--- src/logic/fhp_pkg.sv ---
// constants, phase states and the opcode length table of the floppy host phase / dma port.
// assumes an apb master on pclk, and a drive/fifo core that is clocked on pclk.
// Operation
// - diagnostic input register is read only; software reset leaves it alone.
// - legacy drive mode: diagnostic bits 6..0 are left undriven on reads.
// - alternate drive mode: bit 0 reads 0 at 1M/500K, 1 at 300K/250K.
// - alternate drive mode: bits 2,1 return the last written rate select field.
// - bits 6..3 read ones in alternate mode, undriven in legacy mode.
// - bit 7 mirrors the disk changed input; undefined while powered down.
// - config control is write only, survives soft reset, hard reset gives 250K.
// - effective rate follows the later write of config control or rate select.
// - every command runs command, execution, result; otherwise idle or polling. Here an opcode with no result bytes skips the result phase.
// - first command byte opcode decides how many parameter bytes follow.
// - execution starts right after the last command byte is written.
// - command in progress set by first byte, held to last result byte.
// - non-dma execution raises an interrupt per byte; polling status also works.
// - dma: request while a byte is ready, drop at dack fall, irq at end.
// - during dma the address is ignored and dack selects the data register.
// - terminal count is honoured only while dack is low.
// - legacy mode: single byte dma, request low between bytes.
// - alternate mode: threshold 0fh, request returns when dack goes high.
// - request for master clears after each data byte, sets when ready again.
package fhp_pkg;
   // register indices; byte address is four times the index
   localparam logic [2:0] FHP_IDX_MODE = 3'h0;
   localparam logic [2:0] FHP_IDX_OUT = 3'h2;
   localparam logic [2:0] FHP_IDX_STA = 3'h4;
   localparam logic [2:0] FHP_IDX_DATA = 3'h5;
   localparam logic [2:0] FHP_IDX_CFG = 3'h7;
   localparam int FHP_ST_REQ = 7;
   localparam int FHP_ST_WAY = 6;
   localparam int FHP_ST_NDMA = 5;
   localparam int FHP_ST_PROG = 4;
   localparam int FHP_OUT_NRST = 2;
   localparam int FHP_OUT_DMA = 3;
   localparam int FHP_DSR_SRST = 7;
   localparam logic [1:0] FHP_RATE_RST = 2'h2;
   localparam logic [7:0] FHP_OUT_RST = 8'h00;
   localparam logic [3:0] FHP_DIAG_ONES = 4'hf;
   localparam logic [3:0] FHP_ALT_LEVEL = 4'hf;
   localparam logic [13:0] FHP_PIN_RST = 14'h3c00;
   typedef enum logic [4:0] {
      FHP_IDLE = 5'h01,
      FHP_POLL = 5'h02,
      FHP_CMD = 5'h04,
      FHP_EXEC = 5'h08,
      FHP_RES = 5'h10
   } fhp_phase_t;
   // {parameter bytes, result bytes} for opcode bits 4..0
   function automatic logic [7:0] fhp_cmd_len(input logic [4:0] op);
      case (op)
         5'h03: fhp_cmd_len = 8'h20;
         5'h04: fhp_cmd_len = 8'h11;
         5'h05: fhp_cmd_len = 8'h87;
         5'h06: fhp_cmd_len = 8'h87;
         5'h07: fhp_cmd_len = 8'h10;
         5'h08: fhp_cmd_len = 8'h02;
         5'h0f: fhp_cmd_len = 8'h20;
         default: fhp_cmd_len = 8'h01;
      endcase
   endfunction
endpackage

--- src/logic/fhp_dma_if.sv ---
// signals between the phase logic and the dma request engine.
// assumes both ends run on pclk.
`timescale 1ns/1ns
interface fhp_dma_if;
   logic active;
   logic legacy;
   logic req;
   logic dack_low;
   logic dack_fall;
   logic dack_rise;
   logic drq;
   modport ctl (output active, output legacy, output req, output dack_low, output dack_fall,
      output dack_rise, input drq);
   modport eng (input active, input legacy, input req, input dack_low, input dack_fall,
      input dack_rise, output drq);
endinterface

--- src/logic/fhp_dma_req.sv ---
// dma request engine, fifo disabled: one request per byte.
// assumes dack edges arrive already synchronised to clk.
`timescale 1ns/1ns
module fhp_dma_req (
   input wire logic clk,
   input wire logic rst_n,
   fhp_dma_if.eng dif
);
   logic hold;
   always_ff @(posedge clk or negedge rst_n) begin
      if (!rst_n) begin
         dif.drq <= 1'b0;
         hold <= 1'b0;
      end else if (!dif.active) begin
         dif.drq <= 1'b0;
         hold <= 1'b0;
      end else if (dif.dack_fall) begin
         dif.drq <= 1'b0;
         hold <= 1'b1;
      end else if (dif.dack_rise) begin
         // alternate mode behaves as a one-deep fifo at threshold 0fh
         hold <= dif.legacy;
         dif.drq <= !dif.legacy && dif.req;
      end else if (hold) begin
         hold <= 1'b0;
      end else if (dif.req && !dif.dack_low) begin
         dif.drq <= 1'b1;
      end
   end
endmodule

--- src/logic/fhp_port.sv ---
// host phase and dma port of the floppy controller: apb registers, phases, dma and irq.
// assumes the drive core on pclk; dma and drive pins arrive asynchronously.
`timescale 1ns/1ns
module fhp_port #(
   parameter int AW = 8
) (
   input wire logic pclk,
   input wire logic presetn,
   input wire logic [AW-1:0] paddr,
   input wire logic psel,
   input wire logic penable,
   input wire logic pwrite,
   input wire logic [31:0] pwdata,
   output logic [31:0] prdata,
   output logic pready,
   output logic pslverr,
   input wire logic disk_changed_input_n,
   input wire logic dack_n,
   input wire logic ior_n,
   input wire logic iow_n,
   input wire logic tc,
   input wire logic aen,
   input wire logic [7:0] dma_wdata,
   output logic [7:0] dma_rdata,
   output logic dma_rdata_oe,
   output logic drq,
   output logic irq,
   output logic [7:0] diag_oe,
   input wire logic poll_active,
   input wire logic exec_req,
   input wire logic exec_to_host,
   input wire logic [7:0] exec_rdata,
   input wire logic exec_done,
   input wire logic [7:0] res_data,
   output logic [7:0] cmd_byte,
   output logic cmd_valid,
   output logic exec_start,
   output logic exec_ack,
   output logic [7:0] exec_wdata,
   output logic exec_tc,
   output logic res_take,
   output logic [1:0] rate_select_field,
   output logic soft_reset,
   output logic dma_mode,
   output logic alternate_drive_mode
);
   logic [13:0] pins_s;
   logic dchg_n_s, dack_n_s, ior_n_s, iow_n_s, tc_s, aen_s;
   logic [7:0] wdata_s;
   logic dack_n_d, iow_n_d;
   logic [7:0] digital_output_register;
   logic [7:0] mode_reg;
   fhp_pkg::fhp_phase_t phase, next_phase;
   logic [3:0] cmd_left, res_left;
   logic has_res, req_blank, res_irq;
   logic [2:0] idx;
   logic addr_ok, mapped, access, setup, wr_data, rd_data;
   logic wr_cfg, wr_dsr;
   logic request_for_master, transfer_direction_bit, nondma_exec, command_in_progress;
   logic [7:0] main_status_register, diag_input_status;
   logic [7:0] first_len;
   logic last_cmd;
   logic dack_fall, dack_rise;
   fhp_dma_if dif ();

   fhp_sync #(.W(14), .RST(fhp_pkg::FHP_PIN_RST)) u_sync (
      .clk(pclk),
      .rst_n(presetn),
      .d({disk_changed_input_n, dack_n, ior_n, iow_n, tc, aen, dma_wdata}),
      .q(pins_s)
   );
   assign {dchg_n_s, dack_n_s, ior_n_s, iow_n_s, tc_s, aen_s, wdata_s} = pins_s;

   fhp_dma_req u_dma (
      .clk(pclk),
      .rst_n(presetn),
      .dif(dif)
   );

   // apb decode: zero wait states, answer in the access cycle
   assign idx = paddr[4:2];
   assign addr_ok = (paddr[1:0] == 2'h0) && (paddr >> 5) == '0;
   assign mapped = addr_ok && (idx == fhp_pkg::FHP_IDX_MODE || idx == fhp_pkg::FHP_IDX_OUT
      || idx == fhp_pkg::FHP_IDX_STA || idx == fhp_pkg::FHP_IDX_DATA || idx == fhp_pkg::FHP_IDX_CFG);
   assign setup = psel && !penable;
   assign access = psel && penable;
   assign pready = access;
   assign pslverr = access && !mapped;
   // aen high means a dma cycle owns the bus; dack alone selects the data path
   assign wr_data = access && pwrite && mapped && idx == fhp_pkg::FHP_IDX_DATA && !aen_s;
   assign rd_data = access && !pwrite && mapped && idx == fhp_pkg::FHP_IDX_DATA && !aen_s;
   assign wr_cfg = access && pwrite && mapped && idx == fhp_pkg::FHP_IDX_CFG;
   assign wr_dsr = access && pwrite && mapped && idx == fhp_pkg::FHP_IDX_STA;

   // software reset: output register reset bit low, or self-clearing rate select bit
   assign soft_reset = !digital_output_register[fhp_pkg::FHP_OUT_NRST]
      || (wr_dsr && pwdata[fhp_pkg::FHP_DSR_SRST]);
   assign dma_mode = digital_output_register[fhp_pkg::FHP_OUT_DMA];
   assign alternate_drive_mode = mode_reg[0];

   always_ff @(posedge pclk or negedge presetn) begin
      if (!presetn) begin
         digital_output_register <= fhp_pkg::FHP_OUT_RST;
         mode_reg <= 8'h00;
      end else if (access && pwrite && mapped) begin
         if (idx == fhp_pkg::FHP_IDX_OUT)
            digital_output_register <= pwdata[7:0];
         if (idx == fhp_pkg::FHP_IDX_MODE)
            mode_reg <= {7'h00, pwdata[0]};
      end
   end

   // one rate field, loaded by whichever register is written; no soft reset term
   always_ff @(posedge pclk or negedge presetn) begin
      if (!presetn)
         rate_select_field <= fhp_pkg::FHP_RATE_RST;
      else if (wr_cfg || wr_dsr)
         rate_select_field <= pwdata[1:0]; // upper bits dropped
   end

   // phase sequencing
   assign first_len = fhp_pkg::fhp_cmd_len(pwdata[4:0]);
   assign last_cmd = wr_data && ((phase == fhp_pkg::FHP_CMD && cmd_left == 4'h1)
      || ((phase == fhp_pkg::FHP_IDLE || phase == fhp_pkg::FHP_POLL) && first_len[7:4] == 4'h0));

   always_comb begin
      next_phase = phase;
      case (phase)
         fhp_pkg::FHP_IDLE, fhp_pkg::FHP_POLL: begin
            if (wr_data)
               next_phase = last_cmd ? fhp_pkg::FHP_EXEC : fhp_pkg::FHP_CMD;
            else
               next_phase = poll_active ? fhp_pkg::FHP_POLL : fhp_pkg::FHP_IDLE;
         end
         fhp_pkg::FHP_CMD: begin
            if (last_cmd)
               next_phase = fhp_pkg::FHP_EXEC;
         end
         fhp_pkg::FHP_EXEC: begin
            if (exec_done)
               next_phase = has_res ? fhp_pkg::FHP_RES : fhp_pkg::FHP_IDLE;
         end
         fhp_pkg::FHP_RES: begin
            if (rd_data && res_left == 4'h1)
               next_phase = fhp_pkg::FHP_IDLE;
         end
         default: next_phase = fhp_pkg::FHP_IDLE;
      endcase
   end

   always_ff @(posedge pclk or negedge presetn) begin
      if (!presetn)
         phase <= fhp_pkg::FHP_IDLE;
      else if (soft_reset)
         phase <= fhp_pkg::FHP_IDLE;
      else
         phase <= next_phase;
   end

   always_ff @(posedge pclk or negedge presetn) begin
      if (!presetn) begin
         cmd_left <= 4'h0;
         res_left <= 4'h0;
         has_res <= 1'b0;
      end else if (soft_reset) begin
         cmd_left <= 4'h0;
         res_left <= 4'h0;
         has_res <= 1'b0;
      end else if (wr_data && (phase == fhp_pkg::FHP_IDLE || phase == fhp_pkg::FHP_POLL)) begin
         cmd_left <= first_len[7:4];
         res_left <= first_len[3:0];
         has_res <= first_len[3:0] != 4'h0;
      end else if (wr_data && phase == fhp_pkg::FHP_CMD) begin
         cmd_left <= cmd_left - 4'h1;
      end else if (rd_data && phase == fhp_pkg::FHP_RES) begin
         res_left <= res_left - 4'h1;
      end
   end

   // core strobes, all one cycle
   always_ff @(posedge pclk or negedge presetn) begin
      if (!presetn) begin
         cmd_byte <= 8'h00;
         cmd_valid <= 1'b0;
         exec_start <= 1'b0;
         res_take <= 1'b0;
      end else begin
         cmd_valid <= wr_data && !soft_reset && phase != fhp_pkg::FHP_EXEC && phase != fhp_pkg::FHP_RES;
         if (wr_data)
            cmd_byte <= pwdata[7:0];
         exec_start <= last_cmd && !soft_reset;
         res_take <= rd_data && phase == fhp_pkg::FHP_RES;
      end
   end

   // dma pin edges
   always_ff @(posedge pclk or negedge presetn) begin
      if (!presetn) begin
         dack_n_d <= 1'b1;
         iow_n_d <= 1'b1;
      end else begin
         dack_n_d <= dack_n_s;
         iow_n_d <= iow_n_s;
      end
   end
   assign dack_fall = dack_n_d && !dack_n_s;
   assign dack_rise = !dack_n_d && dack_n_s;

   assign dif.active = dma_mode && phase == fhp_pkg::FHP_EXEC;
   assign dif.legacy = !alternate_drive_mode;
   assign dif.req = exec_req;
   assign dif.dack_low = !dack_n_s;
   assign dif.dack_fall = dack_fall;
   assign dif.dack_rise = dack_rise;
   assign drq = dif.drq;

   // a dack pulse counts as a byte even without a strobe
   always_ff @(posedge pclk or negedge presetn) begin
      if (!presetn) begin
         exec_ack <= 1'b0;
         exec_wdata <= 8'h00;
         exec_tc <= 1'b0;
         dma_rdata <= 8'h00;
         dma_rdata_oe <= 1'b0;
      end else begin
         exec_ack <= phase == fhp_pkg::FHP_EXEC && ((dif.active && dack_rise)
            || (!dma_mode && (wr_data || rd_data)));
         if (dif.active && !dack_n_s && !iow_n_d && iow_n_s)
            exec_wdata <= wdata_s;
         else if (!dma_mode && wr_data)
            exec_wdata <= pwdata[7:0];
         exec_tc <= tc_s && !dack_n_s && dif.active;
         if (dif.active && dack_fall)
            dma_rdata <= exec_rdata;
         dma_rdata_oe <= dif.active && !dack_n_s && !ior_n_s;
      end
   end

   // request for master drops for one cycle after each data byte
   always_ff @(posedge pclk or negedge presetn) begin
      if (!presetn)
         req_blank <= 1'b0;
      else
         req_blank <= wr_data || rd_data;
   end

   // result interrupt: set on entry to result phase, cleared by the first result read
   always_ff @(posedge pclk or negedge presetn) begin
      if (!presetn)
         res_irq <= 1'b0;
      else if (soft_reset)
         res_irq <= 1'b0;
      else if (phase == fhp_pkg::FHP_EXEC && next_phase == fhp_pkg::FHP_RES)
         res_irq <= 1'b1;
      else if (rd_data && phase == fhp_pkg::FHP_RES)
         res_irq <= 1'b0;
   end

   assign nondma_exec = phase == fhp_pkg::FHP_EXEC && !dma_mode;
   assign request_for_master = !req_blank && (phase == fhp_pkg::FHP_IDLE || phase == fhp_pkg::FHP_POLL
      || phase == fhp_pkg::FHP_CMD || phase == fhp_pkg::FHP_RES || (nondma_exec && exec_req));
   assign transfer_direction_bit = phase == fhp_pkg::FHP_RES || (phase == fhp_pkg::FHP_EXEC && exec_to_host);
   // no result phase: the bit ends with the last command byte
   assign command_in_progress = phase == fhp_pkg::FHP_CMD || phase == fhp_pkg::FHP_RES
      || (phase == fhp_pkg::FHP_EXEC && has_res);
   assign main_status_register = {request_for_master, transfer_direction_bit, nondma_exec,
      command_in_progress, 4'h0};
   // per-byte interrupt in non-dma execution
   assign irq = (nondma_exec && exec_req && !req_blank) || res_irq;

   // diagnostic input: built from pins, rate and drive mode only, so soft reset cannot touch it
   assign diag_input_status = alternate_drive_mode
      ? {!dchg_n_s, fhp_pkg::FHP_DIAG_ONES, rate_select_field, ^rate_select_field}
      : {!dchg_n_s, 7'h00};

   // read data is registered in the setup cycle and stands through the access cycle
   always_ff @(posedge pclk or negedge presetn) begin
      if (!presetn) begin
         prdata <= 32'h0000_0000;
         diag_oe <= 8'h00;
      end else if (setup && !pwrite) begin
         diag_oe <= 8'h00;
         prdata <= 32'h0000_0000;
         if (addr_ok) begin
            case (idx)
               fhp_pkg::FHP_IDX_MODE: prdata <= {24'h000000, mode_reg};
               fhp_pkg::FHP_IDX_OUT: prdata <= {24'h000000, digital_output_register};
               fhp_pkg::FHP_IDX_STA: prdata <= {24'h000000, main_status_register};
               fhp_pkg::FHP_IDX_DATA:
                  prdata <= {24'h000000, phase == fhp_pkg::FHP_RES ? res_data : exec_rdata};
               fhp_pkg::FHP_IDX_CFG: begin
                  prdata <= {24'h000000, diag_input_status};
                  diag_oe <= alternate_drive_mode ? 8'hff : 8'h80;
               end
               default: prdata <= 32'h0000_0000;
            endcase
         end
      end
   end
endmodule

--- src/logic/fhp_sync.sv ---
// two flip-flop synchroniser for a group of pin inputs.
// assumes pins change asynchronously to clk.
`timescale 1ns/1ns
module fhp_sync #(
   parameter int W = 14,
   parameter logic [W-1:0] RST = '0
) (
   input wire logic clk,
   input wire logic rst_n,
   input wire logic [W-1:0] d,
   output logic [W-1:0] q
);
   logic [W-1:0] meta;
   always_ff @(posedge clk or negedge rst_n) begin
      if (!rst_n) begin
         meta <= RST;
         q <= RST;
      end else begin
         meta <= d;
         q <= meta;
      end
   end
endmodule

--- config.mk ---
export PLATFORM = sky130hd
export DESIGN_NAME = fhp_port
export DESIGN_NICKNAME = d
export VERILOG_FILES = /design/src/logic/fhp_pkg.sv /design/src/logic/fhp_dma_if.sv /design/src/logic/fhp_dma_req.sv /design/src/logic/fhp_port.sv /design/src/logic/fhp_sync.sv
export SDC_FILE = /design/constraint.sdc
export NUM_CORES = 1
export LEC_CHECK = 0
export ABC_AREA = 1
export BUFFER_PORTS_ARGS = -buffer_cell sky130_fd_sc_hd__buf_2
export CORE_ASPECT_RATIO = 1.1
export CORE_MARGIN = 2
export CORE_UTILIZATION = 50
export CTS_CLUSTER_DIAMETER = 200
export DETAILED_ROUTE_END_ITERATION = 16
export PLACE_DENSITY = 0.82
export SYNTH_ARGS = -nofsm -noshare
export SYNTH_HDL_FRONTEND = slang
export SYNTH_SLANG_ARGS = --single-unit
--- constraint.sdc ---
create_clock -name pclk -period 1.85 [get_ports pclk]
set_input_delay 0.185 -clock pclk [delete_from_list [all_inputs] [get_ports pclk]]
set_output_delay 0.185 -clock pclk [all_outputs]
set_load 0.05 [all_outputs]
==> flow_summary.yaml, run 1 <==
outcome:
  status: "completed"
die:
  dieArea_um2: 10300
  core-area_um2: 9310
  dieWidth_um: 96.9
  die_y_um: 106
  rows: 37
  io_pins: 158
  start_util_pct: 51.0
setup_path:
  path_cells: "nor2_2 > nand3_4 > nor2_4 > nand2_2 > o21bai_2 > buf_6"
  worstPathRequired_ps: 1660
  worst_ep_arrival_time_ps: 1600
  startpoint_type: "flip-flop"
  path_delay_family: "simple AND/OR/NAND/NOR gates"
  startpoint: "phase[2]$_DFF_PN0_"
  slowest_stage: "dfrtp_1"
  r2r_cells: 8
  reg2reg_from: "phase[2]$_DFF_PN0_"
  cp-end-kind: "primary output"
  slowest_delay_ps: 420
  crit_type: "flip-flop to primary output"
  worst-path-buf-inv: 1
  cp.depth: 6
  critPathMaxFanout: 3
pwr:
  vdd_drop_max_uv: 562
  p_leak_nw: 3.12
  total_power_mw: 3.95
  power_switching_mw: 1.12
  comb_power_share_pct: 10.0
  p_int_mw: 2.84
  clkPwrFrac_pct: 33.6
  sw_frac_of_total_pct: 28.2
  p_per_area_nw_per_um2: 689
  seqPwrFrac_pct: 56.4
synthesis:
  ys_dominant_reg_cell: "dfrtp_1"
  synth_seq_cells: 99
  async_flop_share_pct: 100
  netlist_instances: 535
  syn_area_um2: 4750
  ys_seq_area_share_pct: 52.5
  yosys_warnings: 0
  synth.distinct_cells: 39
  postSynthAreaPerCell_um2: 8.87
  synth_edf_count: 0
placement:
  gp_congestion: 0.912
  io_buffers: 109
  dpl.hpwl_um: 8020
  dp_slack_ps: 99.0
sta:
  maxSlewHeadroom_pct: 63.8
  rsz0062_at_grt: "false"
  drv_slew: 0
  finalSetupViolations: 0
  fmax_mhz: 560
  period_share_pct: 96.6
  tightestPinTransition_ps: 543
  fin_ws_ps: 63.0
  period_minus_slack_ps: 1790
  skew_ps: 11.5
  hold_viol_final: 0
clock_tree:
  clk_pin_slew_ps: 100
  tritoncts: "done"
  cts_sinks: 99
  cts-root-buf: "clkbuf_8"
  cts_buffers: 9
  clkLatencyLatePin_ps: 370
  cts.path.max_buffers: 2
  cts.htree.levels: 3
routing:
  drc: 0
  routed-via-count: 3889
  drtPass1Iterations: 4
  wl_um: 10800
  wl_per_cell_um: 13.7
  ant_nets: 0
  drtIter0Drc: 184
  via_per_inst: 4.92
global_routing:
  grt_use_total_pct: 21.4
  antenna_found_initial: 0
  grt_start_max_net_pins: 44
  grt_pass1_vias: 3773
  grt_pass1_wl_um: 17600
  grt_overflow: 0
job:
  drv_cap: 0
layout:
  fillCellCount: 811
  reg_top3: "u_sync.meta: 14 flops, u_sync.q: 14 flops"
  seqCellArea_um2: 2490
  final_common_cell: "nand2_1"
  antenna_cells: 0
  syn_to_final_growth_pct: 20.9
  multi_input_area_um2: 1860
  mostFrequentLayoutCells: "nand2_1, buf_2, dfrtp_1"
  final_nets: 753
  drive_above_1_share_pct: 27.6
min_path:
  hold_path_depth: 3
  hp-class: "input pin to flip-flop"
  hp-start: "poll_active"
## synth_stat cells, types with 4 or more instances
| cell | number | area share [%] |
|---|---|---|
| nand2_1 | 139 | 11 |
| dfrtp_1 | 87 | 46 |
| inv_1 | 62 | 4.9 |
| o21ai_0 | 52 | 5.5 |
| buf_4 | 31 | 4.9 |
| nor2_1 | 31 | 2.5 |
| nand3_1 | 26 | 2.7 |
| a21oi_1 | 22 | 2.3 |
| dfstp_2 | 12 | 6.6 |
| or2_2 | 7 | 0.92 |
| ha_1 | 6 | 1.6 |
| nand4_1 | 6 | 0.79 |
| nand3_2 | 5 | 1.1 |
| buf_6 | 4 | 0.95 |
| nor2_2 | 4 | 0.53 |
## timing repair
action                                  4_1_cts  5_1_grt
buffers inserted                              3        1
hold buffers                                 15        0
hold endpoints to repair                     49        0
resized for setup                             5        4
gates cloned                                  0        2
endpoints found under the setup margin        1       10
pin swaps                                     2        2
## worst min-delay path, stage by stage
cell and delay, ps:
buf_2 110, nand3_1 70, nor2_1 50
## power by group through the flow
stage               Clock, mW  Combinational, mW  Sequential [mW]
floorplan                   0              0.246             2.28
finish                   1.33              0.395             2.23
global placement            0              0.362             2.27
detailed placement          0              0.369             2.27
global route             1.45              0.436             2.24
CTS                      1.34              0.394             2.23
## worst paths after layout
| path | slack, ps | to |
|---|---|---|
| max reg2reg | 110 | exec_wdata[2]$_DFFE_PN0P_ |
| max in group asynchronous | 840 | u_sync.q[12]$_DFF_PN1_ |
| min reg2reg | 360 | u_sync.q[3]$_DFF_PN0_ |
| max | 60 | irq |
| min in group asynchronous | 330 | u_sync.meta[7]$_DFF_PN0_ |
| min | 80 | phase[1]$_DFF_PN0_ |
## logic make-up after synthesis
group                      Yosys count  share of synthesized area [%]
xor gates and xnor gates             4                          0.738
AOI/OAI and AO/OA                   88                           10.4
DFF                                 99                           52.5
adders and majority gates            6                           1.58
buffers and inverters              104                           11.4
other                                1                         0.0790
and+or+nand+nor                    233                           23.3
## stage by stage
stage	setup TNS, ps	utilization [%]	area [um2]	std cells	hold WS [ps]
after floorplan	0	-	4830	558	-111
after detailed placement	0	57.1	5310	753	211
after CTS	-11.6	61.1	5680	787	68.9
after global placement	0	57.1	5310	753	201
final	0	61.7	5740	790	78.6
after global routing	0	61.7	5740	790	80.9
## metal layers
metal / routed length (um) / vias up / track usage [%] / part of all wire [%]
met5: 0 / - / 0 / 0
met4: 163 / 0 / 7.34 / 1.5
met3: 575 / 16 / 5.13 / 5.3
met2: 5490 / 130 / 35.7 / 51
met1: 4580 / 1821 / 27.6 / 42
li1: - / 1922 / - / -
## cell type report
| cell class | instances | share of cell area (%) |
|---|---|---|
| flip-flops and latches | 99 | 43.4 |
| inverters | 64 | 4.19 |
| well taps | 117 | 2.55 |
| repair buffers | 137 | 14.2 |
| clock inverters | 6 | 0.981 |
| clock buffers | 10 | 2.22 |
| multi-input cells | 357 | 32.4 |
(Power assumes the default switching activity.)
==> run 2, diff against run 1 <==
--- a/config.mk
+++ b/config.mk
@@ -5,7 +5,7 @@
 export SDC_FILE = /design/constraint.sdc
 export NUM_CORES = 1
 export LEC_CHECK = 0
-export ABC_AREA = 1
+export ABC_AREA = 0
 export BUFFER_PORTS_ARGS = -buffer_cell sky130_fd_sc_hd__buf_2
 export CORE_ASPECT_RATIO = 1.1
 export CORE_MARGIN = 2
==> flow_summary.yaml, run 2 <==
clock_tree:
  tritoncts: "done"
  clk_pin_slew_ps: 100
  cts.htree.levels: 3
  cts_buffers: 9
  cts.path.max_buffers: 2
  cts_sinks: 99
  clkLatencyLatePin_ps: 370
  cts-root-buf: "clkbuf_8"
routing:
  topRoutingLayerUsed: "met4"
  wl_per_cell_um: 17.0
  drtPass1Iterations: 7
  routed-via-count: 4217
  drc: 0
  drt-met1-wl_um: 5310
  ant_nets: 0
  via_per_inst: 5.55
  drtIter0Drc: 315
  wl_um: 13000
  met2WireLength_um: 6410
  route.met3.wl_um: 913
outcome:
  failed_checks: "setup timing"
  status: "finished with violations"
die:
  rows: 37
  core-area_um2: 9310
  dieArea_um2: 10300
  dieWidth_um: 97.1
  io_pins: 158
  die_y_um: 106
  start_util_pct: 51.3
synthesis:
  synthSimpleGateAreaFrac_pct: 16.5
  synth_seq_cells: 99
  synth_top_area_cell: "dfrtp_1"
  postSynthAreaPerCell_um2: 10.6
  netlist_instances: 451
  synth_fa_ha_area_share_pct: 1.57
  ys_dominant_reg_cell: "dfrtp_1"
  synth.area.top_cells: "dfrtp_1, dfstp_2, buf_4"
  synth-compound-area-share_pct: 12.4
  synth.distinct_cells: 67
  synthTopCellsByCount: "dfrtp_1, nand2_1, buf_4"
  synth_most_common_cell: "dfrtp_1"
  synth_edf_count: 0
  synth.top_cell.area_share_pct: 45.6
  synthMuxAreaShare_pct: 7.84
  yosys_warnings: 0
  synth_top_family_by_area: "simple AND/OR/NAND/NOR gates"
  ys_seq_area_share_pct: 52.2
  async_flop_share_pct: 100
  syn_area_um2: 4770
  synthXorXnorAreaFrac_pct: 1.10
layout:
  drive_above_1_share_pct: 41.8
  final_nets: 723
  final_util_pct: 69.7
  antenna_cells: 0
  mostFrequentLayoutCells: "buf_2, dfrtp_1, buf_4"
  reg_top3: "u_sync.meta: 14 flops, u_sync.q: 14 flops"
  final_common_cell: "buf_2"
  syn_to_final_growth_pct: 35.9
global_routing:
  grt_start_max_net_pins: 51
  antenna_found_initial: 0
  grt_pass1_wl_um: 20800
  grt_pass1_vias: 4226
  grt_use_total_pct: 25.4
  grt_overflow: 0
sta:
  skew_ps: 12.9
  finalSetupViolations: 8
  fin_ws_ps: -118
  drv_slew: 0
  fmax_mhz: 508
  period_minus_slack_ps: 1970
  period_share_pct: 106
  fin_hold_ws_ps: 52.4
  rsz0062_at_grt: "true"
  hold_viol_final: 0
  tns_ps: -294
setup_path:
  path_delay_family: "buffers and inverters"
  critPathMostFrequentCell: "buf_6"
  crit_type: "flip-flop to primary output"
  path_cells: "buf_6 > nor3_4 > buf_6 > nand4b_1 > o21bai_2 > buf_6"
  startpoint_type: "flip-flop"
  reg2reg_from: "phase[1]$_DFF_PN0_"
  critPathMaxFanout: 3
  worst_ep_arrival_time_ps: 1780
  worstPathRequired_ps: 1660
  slowest_stage: "dfrtp_1"
  cp-end-kind: "primary output"
  worst-path-buf-inv: 3
  slowest_delay_ps: 430
  r2r_cells: 5
  timing.rr.end: "res_left[0]$_DFFE_PN0P_"
  r2r_slack_ps: -60
min_path:
  hold_path_depth: 3
  hp-class: "input pin to flip-flop"
  hp-start: "pwdata[6]"
  whs_endpoint: "cmd_byte[6]$_DFFE_PN0P_"
pwr:
  clkPwrFrac_pct: 33.2
  comb_power_share_pct: 13.4
  p_leak_nw: 3.05
  sw_frac_of_total_pct: 27.9
  seqPwrFrac_pct: 53.4
  p_per_area_nw_per_um2: 652
  power_switching_mw: 1.18
  vdd_drop_max_uv: 596
  p_int_mw: 3.05
placement:
  dpl.hpwl_um: 9390
  io_buffers: 109
  gp_congestion: 0.955
job:
  drv_cap: 0
==> run 2: changes by cell type after synthesis, moves of 6 or more <==
cell and change:
nor4_1 +6, inv_1 -42, nand3_1 -12, or2_2 -7, nor3_1 +8, nor2_1 -6, o21ai_0 -38, clkbuf_1 +19
or3_1 +7, nand2_1 -96, mux2i_1 +16, mux2_2 +19, nor3b_1 +6
==> run 2: worst max path at each step <==
stage / startpoint / end / slack (ps) / cells past startpoint
final: phase[2]$_DFF_PN0_ / irq / -120 / 6
after detailed placement: paddr[0] / prdata[6]$_DFFE_PN0P_ / -300 / 7
after CTS: phase[2]$_DFF_PN0_ / irq / -90 / 6
after global placement: paddr[0] / res_left[0]$_DFFE_PN0P_ / -270 / 5
after floorplan: paddr[0] / res_left[3]$_DFFE_PN0P_ / -250 / 5
after global routing: phase[3]$_DFF_PN0_ / irq / -190 / 5
==> run 2: area by class of cell <==
| class | count | area, um2 |
|---|---|---|
| clock buffers | 11 | 131 |
| clock inverters | 5 | 63.8 |
| fillers | 690 | 2820 |
| inverters | 20 | 75.1 |
| multi-input cells | 301 | 2160 |
| flip-flops and latches | 99 | 2490 |
| well taps | 117 | 146 |
| repair buffers | 207 | 1420 |
==> run 2: repair_timing <==
action                                  CTS  global route
endpoints found under the setup margin    9            29
pin swaps                                 5             6
setup buffers                            13             5
resized for setup                        17            27
endpoints found under the hold margin    40             0
hold buffers                             15             0
gates cloned                              0             0
==> run 2: cell families (layout without fill, tap and decap cells) <==
group	after synthesis	in the layout
AOI/OAI and AO/OA	85	85
other	1	24
xor gates and xnor gates	6	6
buffers and inverters	74	243
and+or+nand+nor	145	145
adders and majority gates	6	6
muxes	35	35
DFF	99	99
==> run 2: layer usage <==
layer  up-vias  GRT usage (%)
li1       1940              -
met1      2068           32.1
met2       176           42.9
met3        33           4.93
met4         0           10.7
met5         -              0
==> run 2: power by group through the flow <==
stage                     clock, mW  combinational (mW)  sequential [mW]
final                          1.40               0.568             2.26
after global routing           1.51               0.608             2.26
after CTS                      1.42               0.552             2.26
after detailed placement          0               0.513             2.30
after global placement            0               0.504             2.29
after floorplan                   0               0.272             2.37
==> run 2: stage by stage <==
stage          std cells  cell area [um2]  setup WS (ps)  total power, mW
2_1_floorplan        474             4930           -250             2.64
3_3_place_gp         711             5800           -270             2.80
3_5_place_dp         711             5800           -300             2.81
4_1_cts              755             6330          -90.5             4.23
5_1_grt              760             6480           -190             4.38
6_report             760             6480           -118             4.23
==> run 2: worst min-delay path: stages <==
cell and delay [ps]:
buf_2 100, nand2_1 50, nand2_1 60
